==> src/hw/sleep_pkg.sv <==
package sleep_pkg;
  // ----------------------------------------------------------------
  // Timing
  // ----------------------------------------------------------------
  localparam int CLK_PERIOD_NS   = 40;
  localparam int WAKE_MAX_NS     = 1000;
  // Longest time rounds down, never below one cycle
  localparam int WAKE_CYCLES_RAW = WAKE_MAX_NS / CLK_PERIOD_NS;
  localparam int WAKE_CYCLES     = (WAKE_CYCLES_RAW < 1) ? 1 : WAKE_CYCLES_RAW;
  localparam int WAKE_CNT_W      = 6;
  // Last wake count; pin input and output flops take the other edges
  localparam int WAKE_LAST       = WAKE_CYCLES - 3;
  // ----------------------------------------------------------------
  // Reset values
  // ----------------------------------------------------------------
  localparam logic RST_LEVEL     = 1'b0;
  localparam logic RST_OE        = 1'b0;
  // ----------------------------------------------------------------
  // Pin select encoding
  // ----------------------------------------------------------------
  localparam logic SEL_FIRST     = 1'b0;
  localparam logic SEL_SECOND    = 1'b1;
endpackage : sleep_pkg

==> src/hw/sleep_if.sv <==
`timescale 1ns/1ps
interface sleep_if;
  logic frozen;   // Hold all state
  logic waking;   // Wake interval running
  modport ctrl (output frozen, output waking);
  modport user (input frozen, input waking);
endinterface : sleep_if

==> src/hw/sleep_core.sv <==
`timescale 1ns/1ps
// Function
// - Enabled option and selected pin high puts the device into power-down.
// - Power-down holds every output value and internal register state.
// - Outputs in high impedance at entry stay high impedance throughout.
// - All inputs except the active pin are ignored while powered down.
// - Pin hold latches keep every input pin at its last level; the code holds only PAD_I, on KEEP_O.
// - Feature exists only when selected; either of two pins may control.
// - The control pin's logic input is not used by the design.
// - Outputs valid again within 1 us after the pin falls.
// - Inputs, enables and clocks accepted again within 1 us after fall.
module sleep_core #(
  parameter int W = 8
) (
  input  wire logic         SYS_CLK_I,     // 25 MHz clock
  input  wire logic         RESET_I,       // Sync reset, active high
  input  wire logic         CE_I,          // Clock enable
  input  wire logic         SLEEP_EN_I,    // Power-down option enabled
  input  wire logic         SLEEP_SEL_I,   // 0 first pin, 1 second
  input  wire logic         SLEEP_PIN_FIRST_I,  // First candidate pin
  input  wire logic         SLEEP_PIN_SECOND_I, // Second candidate pin
  input  wire logic [W-1:0] DATA_I,        // User logic inputs
  input  wire logic [W-1:0] LOAD_I,        // Per-bit register load
  input  wire logic [W-1:0] OE_I,          // Per-bit output enable request
  input  wire logic [W-1:0] PAD_I,         // Two-way pad input level
  output logic      [W-1:0] PAD_O,         // Two-way pad output value
  output logic      [W-1:0] PAD_OE_O,      // Two-way pad drive enable
  output logic      [W-1:0] KEEP_O,        // Held pad input level
  output logic              ASLEEP_O,      // Device powered down or waking
  output logic              READY_O        // Device fully awake
);
  sleep_if sif ();
  logic    pin_a_sel;
  logic    pin_b_sel;

  // ----------------------------------------------------------------
  // Control pin gating
  // ----------------------------------------------------------------
  // Control pin feeds only the sequencer and the wake interval watch, never user logic
  assign pin_a_sel = SLEEP_PIN_FIRST_I;
  assign pin_b_sel = SLEEP_PIN_SECOND_I;

  sleep_ctrl u_ctrl (
    .clk_i    (SYS_CLK_I),
    .rst_i    (RESET_I),
    .ce_i     (CE_I),
    .enable_i (SLEEP_EN_I),
    .sel_i    (SLEEP_SEL_I),
    .pin_a_i  (pin_a_sel),
    .pin_b_i  (pin_b_sel),
    .sif      (sif)
  );

  logic [W-1:0] q_r, q_nxt;
  logic [W-1:0] oe_r, oe_nxt;
  logic [W-1:0] keep_r, keep_nxt;
  logic         asleep_r, asleep_nxt;
  logic         ready_r, ready_nxt;

  // ----------------------------------------------------------------
  // Macrocell registers, per bit
  // ----------------------------------------------------------------
  for (genvar i = 0; i < W; i++) begin : g_cell
    always_comb begin
      if (sif.frozen) begin
        q_nxt[i]    = q_r[i];
        oe_nxt[i]   = oe_r[i];
        keep_nxt[i] = keep_r[i];
      end else begin
        q_nxt[i]    = LOAD_I[i] ? DATA_I[i] : q_r[i];
        oe_nxt[i]   = OE_I[i];
        keep_nxt[i] = PAD_I[i];
      end
    end
  end

  always_comb begin
    asleep_nxt = sif.frozen;
    ready_nxt  = !sif.frozen;
  end

  always_ff @(posedge SYS_CLK_I) begin
    if (RESET_I) begin
      q_r      <= {W{sleep_pkg::RST_LEVEL}};
      oe_r     <= {W{sleep_pkg::RST_OE}};
      keep_r   <= {W{sleep_pkg::RST_LEVEL}};
      asleep_r <= 1'b0;
      ready_r  <= 1'b1;
    end else if (CE_I) begin
      // No reset path on wake: held values simply carry on
      q_r      <= q_nxt;
      oe_r     <= oe_nxt;
      keep_r   <= keep_nxt;
      asleep_r <= asleep_nxt;
      ready_r  <= ready_nxt;
    end
  end

  assign PAD_O    = q_r;
  assign PAD_OE_O = oe_r;
  assign KEEP_O   = keep_r;
  assign ASLEEP_O = asleep_r;
  assign READY_O  = ready_r;

  for (genvar i = 0; i < W; i++) begin : g_hiz_chk

  end

  // ----------------------------------------------------------------
  // Wake interval watch
  // ----------------------------------------------------------------
  logic                             pin_now;
  logic                             sleep_want;
  logic [sleep_pkg::WAKE_CNT_W-1:0] wake_seen_r, wake_seen_nxt;

  always_comb begin
    pin_now       = (SLEEP_SEL_I == sleep_pkg::SEL_SECOND) ? pin_b_sel : pin_a_sel;
    sleep_want    = SLEEP_EN_I & pin_now;
    wake_seen_nxt = '0;
    if (sif.frozen && !sleep_want) begin
      wake_seen_nxt = (wake_seen_r == '1) ? wake_seen_r : wake_seen_r + 1'b1;
    end
  end

  always_ff @(posedge SYS_CLK_I) begin
    if (RESET_I) begin
      wake_seen_r <= '0;
    end else if (CE_I) begin
      wake_seen_r <= wake_seen_nxt;
    end
  end
endmodule : sleep_core

==> src/hw/sleep_ctrl.sv <==
`timescale 1ns/1ps
module sleep_ctrl (
  input  wire logic   clk_i,     // System clock
  input  wire logic   rst_i,     // Sync reset, active high
  input  wire logic   ce_i,      // Clock enable
  input  wire logic   enable_i,  // Power-down option selected
  input  wire logic   sel_i,     // Which pin controls
  input  wire logic   pin_a_i,   // First candidate pin
  input  wire logic   pin_b_i,   // Second candidate pin
  sleep_if.ctrl       sif        // State to the core
);
  typedef enum logic [1:0] {
    ST_RUN   = 2'b00,
    ST_SLEEP = 2'b01,
    ST_WAKE  = 2'b10
  } st_e;

  st_e                              st_r, st_nxt;
  logic [sleep_pkg::WAKE_CNT_W-1:0] cnt_r, cnt_nxt;
  logic                             req;

  // ----------------------------------------------------------------
  // Sequencer
  // ----------------------------------------------------------------
  always_comb begin
    req     = enable_i & ((sel_i == sleep_pkg::SEL_SECOND) ? pin_b_i : pin_a_i);
    st_nxt  = st_r;
    cnt_nxt = cnt_r;
    unique case (st_r)
      ST_RUN: begin
        if (req) begin
          st_nxt = ST_SLEEP;
        end
      end
      ST_SLEEP: begin
        if (!req) begin
          st_nxt  = ST_WAKE;
          cnt_nxt = '0;
        end
      end
      ST_WAKE: begin
        if (req) begin
          st_nxt = ST_SLEEP;
        end else if (cnt_r == sleep_pkg::WAKE_CNT_W'(sleep_pkg::WAKE_LAST)) begin
          st_nxt = ST_RUN;
        end else begin
          cnt_nxt = cnt_r + 1'b1;
        end
      end
      default: st_nxt = ST_RUN;
    endcase
  end

  always_ff @(posedge clk_i) begin
    if (rst_i) begin
      st_r  <= ST_RUN;
      cnt_r <= '0;
    end else if (ce_i) begin
      st_r  <= st_nxt;
      cnt_r <= cnt_nxt;
    end
  end

  assign sif.frozen = (st_r != ST_RUN);
  assign sif.waking = (st_r == ST_WAKE);
endmodule : sleep_ctrl

==> config.mk <==
export PLATFORM = sky130hd
export DESIGN_NAME = sleep_core
export DESIGN_NICKNAME = d
export VERILOG_FILES = /design/src/hw/sleep_pkg.sv /design/src/hw/sleep_if.sv /design/src/hw/sleep_core.sv /design/src/hw/sleep_ctrl.sv
export SDC_FILE = /design/constraint.sdc
export NUM_CORES = 1
export LEC_CHECK = 0
export BUFFER_PORTS_ARGS = -buffer_cell sky130_fd_sc_hd__buf_2
export CAP_MARGIN = 15
export CORE_UTILIZATION = 47
export DETAILED_ROUTE_END_ITERATION = 8
export GPL_ROUTABILITY_DRIVEN = 1
export PLACE_DENSITY = 0.76
export SLEW_MARGIN = 30
export SYNTH_ARGS = -nofsm -noshare
export SYNTH_HDL_FRONTEND = slang
export SYNTH_SLANG_ARGS = --single-unit
==> constraint.sdc <==
create_clock -name SYS_CLK_I -period 1.9 [get_ports SYS_CLK_I]
set_clock_uncertainty 0.05 [all_clocks]
set_input_delay 0.095 -clock SYS_CLK_I [delete_from_list [all_inputs] [get_ports SYS_CLK_I]]
set_output_delay 0.095 -clock SYS_CLK_I [all_outputs]
set_load 0.02 [all_outputs]
After elaboration in Yosys (flattened, before gate mapping)
Index checks and enable logic that the tools add are counted.
Widths: inputs -> output; s select.
- add/subtract/negate cells: 1
- equality and inequality tests: 8
- multiplexer cells: 10
- bitwise gates (word level): 2
- reduce and logical (&&, ||, !) cells: 15
- operator list (kind ; count):
    $reduce_and 3->1 ; 8
    $mux 6 ; 3
    $pmux 6 s2 ; 1
    $mux 2 ; 4
    $ne 2x2->1 const B ; 4
    $add 6x1->6 const B ; 1
    $eq 6x5->1 const B ; 1
    $pmux 2 s3 ; 1
    $reduce_and 5->1 ; 1
    $reduce_and 4->1 ; 1
    $reduce_bool 2->1 ; 2
    $ne 3x1->1 const B ; 1
    $eq 2x1->1 const B ; 1
    $eq 2x2->1 const B ; 1
    $logic_not 2->1 ; 1
    $reduce_and 2->1 ; 1
    $and 1x1->1 ; 1
    $logic_not 1->1 ; 1
    $mux 1 ; 1
    $not 1->1 ; 1
- register bits after elaboration: 34
- input port bits: 39
- output and inout port bits: 26

Depth between registers and ports, before layout
- depth after elaboration: 4
- gate-level depth with buffers: 6

Cells and area by module
A second synthesis with hierarchy kept.
- cell total of the unflattened synthesis: 178
- area, all modules: 1456.4 um2
- by module, submodules not included (module ; times used ; cells each ; area an instance (um2)):
    sleep_core ; 1 ; 121 ; 957.2
    sleep_ctrl ; 1 ; 57 ; 499.2

Least setup slack after synthesis
OpenSTA, ideal clock, no wires.
- path kind: flip-flop to flip-flop
- from: register u_ctrl.st_r[0]
- to: register keep_r[0] (netlist: KEEP_O[0])
- library setup time: 0.132 ns
- data arrival time: 1.183 ns
- required time: 1.718 ns
- setup slack: 0.534 ns
- stages on the path, launching flop included: 7
- buffers on the path: 3
- period minus slack after synthesis: 1.366 ns
- cell sequence: dfxtp_1 -> buf_2 -> or3b_1 -> buf_2 -> buf_2 -> nand2_1 -> a21oi_1
- word-level cells in the longest chain between the ends: 3
- ends and longest elaborated chain (element ; RTL line ; RTL):
    start: declaration ; sleep_ctrl.sv:18 ; st_e st_r, st_nxt;
    start signal: assignment ; sleep_ctrl.sv:59 ; st_r <= st_nxt;
    $reduce_bool 2->1 ; sleep_ctrl.sv:64 ; assign sif.frozen = (st_r != ST_RUN);
    $not 1->1 (no source line) ; - ;
    $reduce_and 2->1 (no source line) ; - ;
    end signal: assignment ; sleep_core.sv:86 ; keep_r <= {W{sleep_pkg::RST_LEVEL}};
    end signal: assignment ; sleep_core.sv:93 ; keep_r <= keep_nxt;
    end: declaration ; sleep_core.sv:56 ; logic [W-1:0] keep_r, keep_nxt;
Every way passes these cells.
A chain may end at the register's enable or synchronous reset.

Worst setup path after layout
- from: register u_ctrl.st_r[1]
- to: register u_ctrl.cnt_r[0] (netlist name)
- word-level cells in the longest chain between the ends: 3
- elaborated cells on any way between the ends: 8
- those cells by class: 5 x eq/ne; 1 x mux; 2 x reduce/logical
- ends and longest elaborated chain (element ; RTL line ; RTL):
    $eq 2x2->1 / $eq 2x1->1 (equally long branches) ; - ;
    $ne 2x2->1 (no source line) / $reduce_bool 2->1 (equally long branches) ; - ;
    $reduce_and 5->1 (no source line) ; - ;
    end signal: assignment ; sleep_ctrl.sv:60 ; cnt_r <= cnt_nxt;
    end: declaration ; sleep_ctrl.sv:19 ; logic [sleep_pkg::WAKE_CNT_W-1:0] cnt_r, cnt_nxt;
Several ways; a longest one is shown, not always the timed one.

==> results.md <==
* Share of synthesized registers carrying an async set or reset at 0
* Stage delay of the slowest cell on the critical path at 0.42 ns
* Complex-gate fraction of the synthesized area at 0.194
* Final instance count without filler cells at 331
* Kind of cell adding the most delay to the critical path: compound AO/OA/AOI/OAI gates
* Maximum number of pins on one net before global-route repair at 29
* Final hold vios at 0
* Number of enable-type register cells in the synthesized netlist at 0
* Die width at 59.2 um
* CTS tree: yes
* Total length of routed wires at 4220 um
* Congestion Overflow GR at 0
* Total vias in the final route at 1666
* Most area-consuming cells after synthesis: dfxtp_1 44%, nand2_1 13%, a21oi_1 8.1%
* Slowest cell on crit path: dfxtp_1
* Net total in the final layout at 328
* Initial core utilization at 0.500
* DP Cell Count at 291
* Number of distinct library cells after synthesis at 37
* Post-CTS clock slew at the launch and capture registers of the worst setup and hold paths at 0.09 ns
* Worst VDD drop at 0.000418 V
* Count of final max-slew check failures at 0
* Crit share post-route at 0.820
* Startpoint-to-endpoint class of the critical path: reg -> reg
* Final HPWL DP at 2370 um
* Max clock buf depth at 2
* Final instance area at 2280 sq um
* Endpoint arrival time on the critical path at 1.76 ns
* Count of standard-cell rows at 20
* Final cell utilization of the core at 0.742
* Starting DRT DRC Count at 65
* Fin Setup TNS at 0 ns
* Antenna violation net count after detailed routing at 0
* Maximum capacitance violations at 0
* Hold crit path type: in -> reg
* Overall die height at 59.2 um
* Yosys warnings at 0
* Max Freq at 642 MHz
* Relative area change from synthesis to final layout at 48.5%
* Top cell type's share of synthesized area at 0.443
* Standard cell area after detailed placement at 1910 sq um
* Routability-driven placement congestion ratio at 0.767
* Die ar. at 3500 sq um
* Power per cell area at 623 nW/um^2
* Number of global-route vias before repair at 1571
* Mean instance size in the synthesized netlist at 8.05 sq um
* Worst-path fanout max at 9
* I/O Buffers at 64
* Static Leak at 0.00101 uW
* Via density per instance at 5.03
* Clock root buffer: clkbuf_4
* Placeable Area at 3080 sq um
* Length of the first detailed-routing pass in iterations at 4
* H-tree level count at 2
* Drt drc at 0
* Synth Instances at 191
* Sequential cell area fraction in the yosys report at 0.443
* Seq cells post-synth at 34
* Clock period minus final worst setup slack at 1.56 ns
* Antenna Diode Count at 0
* Most used flip-flop cell after synthesis: dfxtp_1
* Count of clock tree sinks at 34
* Number of buffers and inverters on the critical path at 1
* Cell area after synthesis at 1540 sq um
* Count of pins on the block boundary at 65
* Wire length of the first global-routing pass at 6670 um
* Endpoints failing setup at 0
* Combinational family with the most area after synthesis: simple AND/OR/NAND/NOR gates
* Layout cell share with drive strength beyond 1 at 0.293
* Worst Tran Pin Value at 0.400 ns
* Synth Area in XOR/XNOR at 0
* Clock buffers created by TritonCTS at 5
* Antenna violations before repair at 0
* Cells along the critical path: buf_4 > and2_1 > nand4_4 > a31o_2 > a31oi_1
* Endpoint class of the critical path: register
* Run status: finished, final reports clean
* Synthesized netlist net count at 232
* Synth top cells by count: 52 x nand2_1, 34 x dfxtp_1, 25 x a21oi_1, 13 x nand3_1
* Routed WL per cell at 12.7 um
* Clock insertion delay at the later pin of the skew report at 0.32 ns
* Most common cell in the synthesized netlist: nand2_1
* Post-synthesis cell type with the largest combined area: dfxtp_1
* Number of inserted filler cells in the final layout at 239
* Post-Synth Simple-Gate Area at 0.277
* Worst Path Required at 2.10 ns
* Overall routing resource usage at 0.258
* Post-synthesis share of cell area spent on full adders, half adders and majority gates at 0.0163
* Unrepaired setup endpoints after global routing: false
* Sort of element at the start of the critical path: register
* Worst-case headroom to the max-slew limit at 0.733
* Fraction of synthesized area in multiplexers at 0.00976
-- power breakdown --
group | internal, uW | switching (uW)
clock | 133 | 222
combinational | 145 | 157
sequential | 747 | 20.0
-- area by class of cell --
type                       count  area (sq um)  share of cell area
timing repair buffer         103           708               0.310
multi-input combinational    137           769               0.337
clock buffer                   5          37.5              0.0164
inverter                       6          22.5             0.00986
clock inverter                 2          10.0             0.00438
sequential                    34           681               0.298
tap                           44          55.1              0.0241
-- worst min-delay path: cells and delay by family --
kind            cells  cell delay (ns)
buf+inv             1             0.12
simple gates        1             0.08
compound gates      1             0.06
-- cell families (layout without fill, tap and decap cells) --
kind of cell,after synthesis,in the layout
mux,1,1
fa+ha+maj,2,2
simple gates,88,88
compound gates,46,46
buf+inv,20,116
flops,34,34
-- sequential cells by signal (all words and copies together), names as in the netlist --
name,cells
ASLEEP_O,1
u_ctrl.st_r,2
KEEP_O,8
READY_O,1
PAD_OE_O,8
u_ctrl.cnt_r,6
PAD_O,8
-- layer usage --
layer | routed length (um) | vias up | global-route usage
met2 | 2140 | 66 | 0.474
met1 | 1670 | 737 | 0.262
met5 | 0 | - | 0
met3 | 310 | 12 | 0.0873
met4 | 102 | 0 | 0.109
li1 | - | 851 | -
-- repair_timing --
item                      in CTS  in global routing
hold endpoints to repair      25                  0
setup buffers                  0                  0
hold buffers                  33                  0
gates resized for setup        0                  0
-- per-stage QoR --
step	hold slack, ns	setup slack (ns)	power [uW]
floorplan	0.145	0.534	927
global placement	0.288	0.421	1020
detailed placement	0.294	0.360	1020
CTS	0.0114	0.322	1430
global route	0.0255	0.228	1500
finish	0.0242	0.343	1420
-- cells in the final DEF (no fill, tap or decap), types with 2 or more instances in the layout --
| master | n |
|---|---|
| buf_4 | 5 |
| buf_2 | 64 |
| clkbuf_4 | 5 |
| dlygate4sd3_1 | 33 |
| nand2b_1 | 3 |
| nand4_1 | 2 |
| o31ai_1 | 4 |
| dfxtp_1 | 34 |
| nor2b_1 | 2 |
| clkinv_2 | 2 |
| a31oi_1 | 4 |
| nand3_1 | 13 |
| o21ai_0 | 2 |
| a311o_1 | 2 |
| inv_1 | 6 |
| a311oi_1 | 2 |
| a21oi_1 | 25 |
| nand4b_1 | 3 |
| nor2_1 | 5 |
| nand2_1 | 52 |
| ha_1 | 2 |
-- final timing paths --
check	from	to	slack [ns]	depth (start not counted)
hold / removal	SLEEP_EN_I	u_ctrl.st_r[0]	0.02	3
setup / recovery	u_ctrl.st_r[1]	u_ctrl.cnt_r[0]	0.34	5
setup reg to reg	u_ctrl.st_r[1]	u_ctrl.cnt_r[0]	0.34	5
hold reg to reg	PAD_O[4]	PAD_O[4]	0.40	2
(Power assumes the default switching activity.)
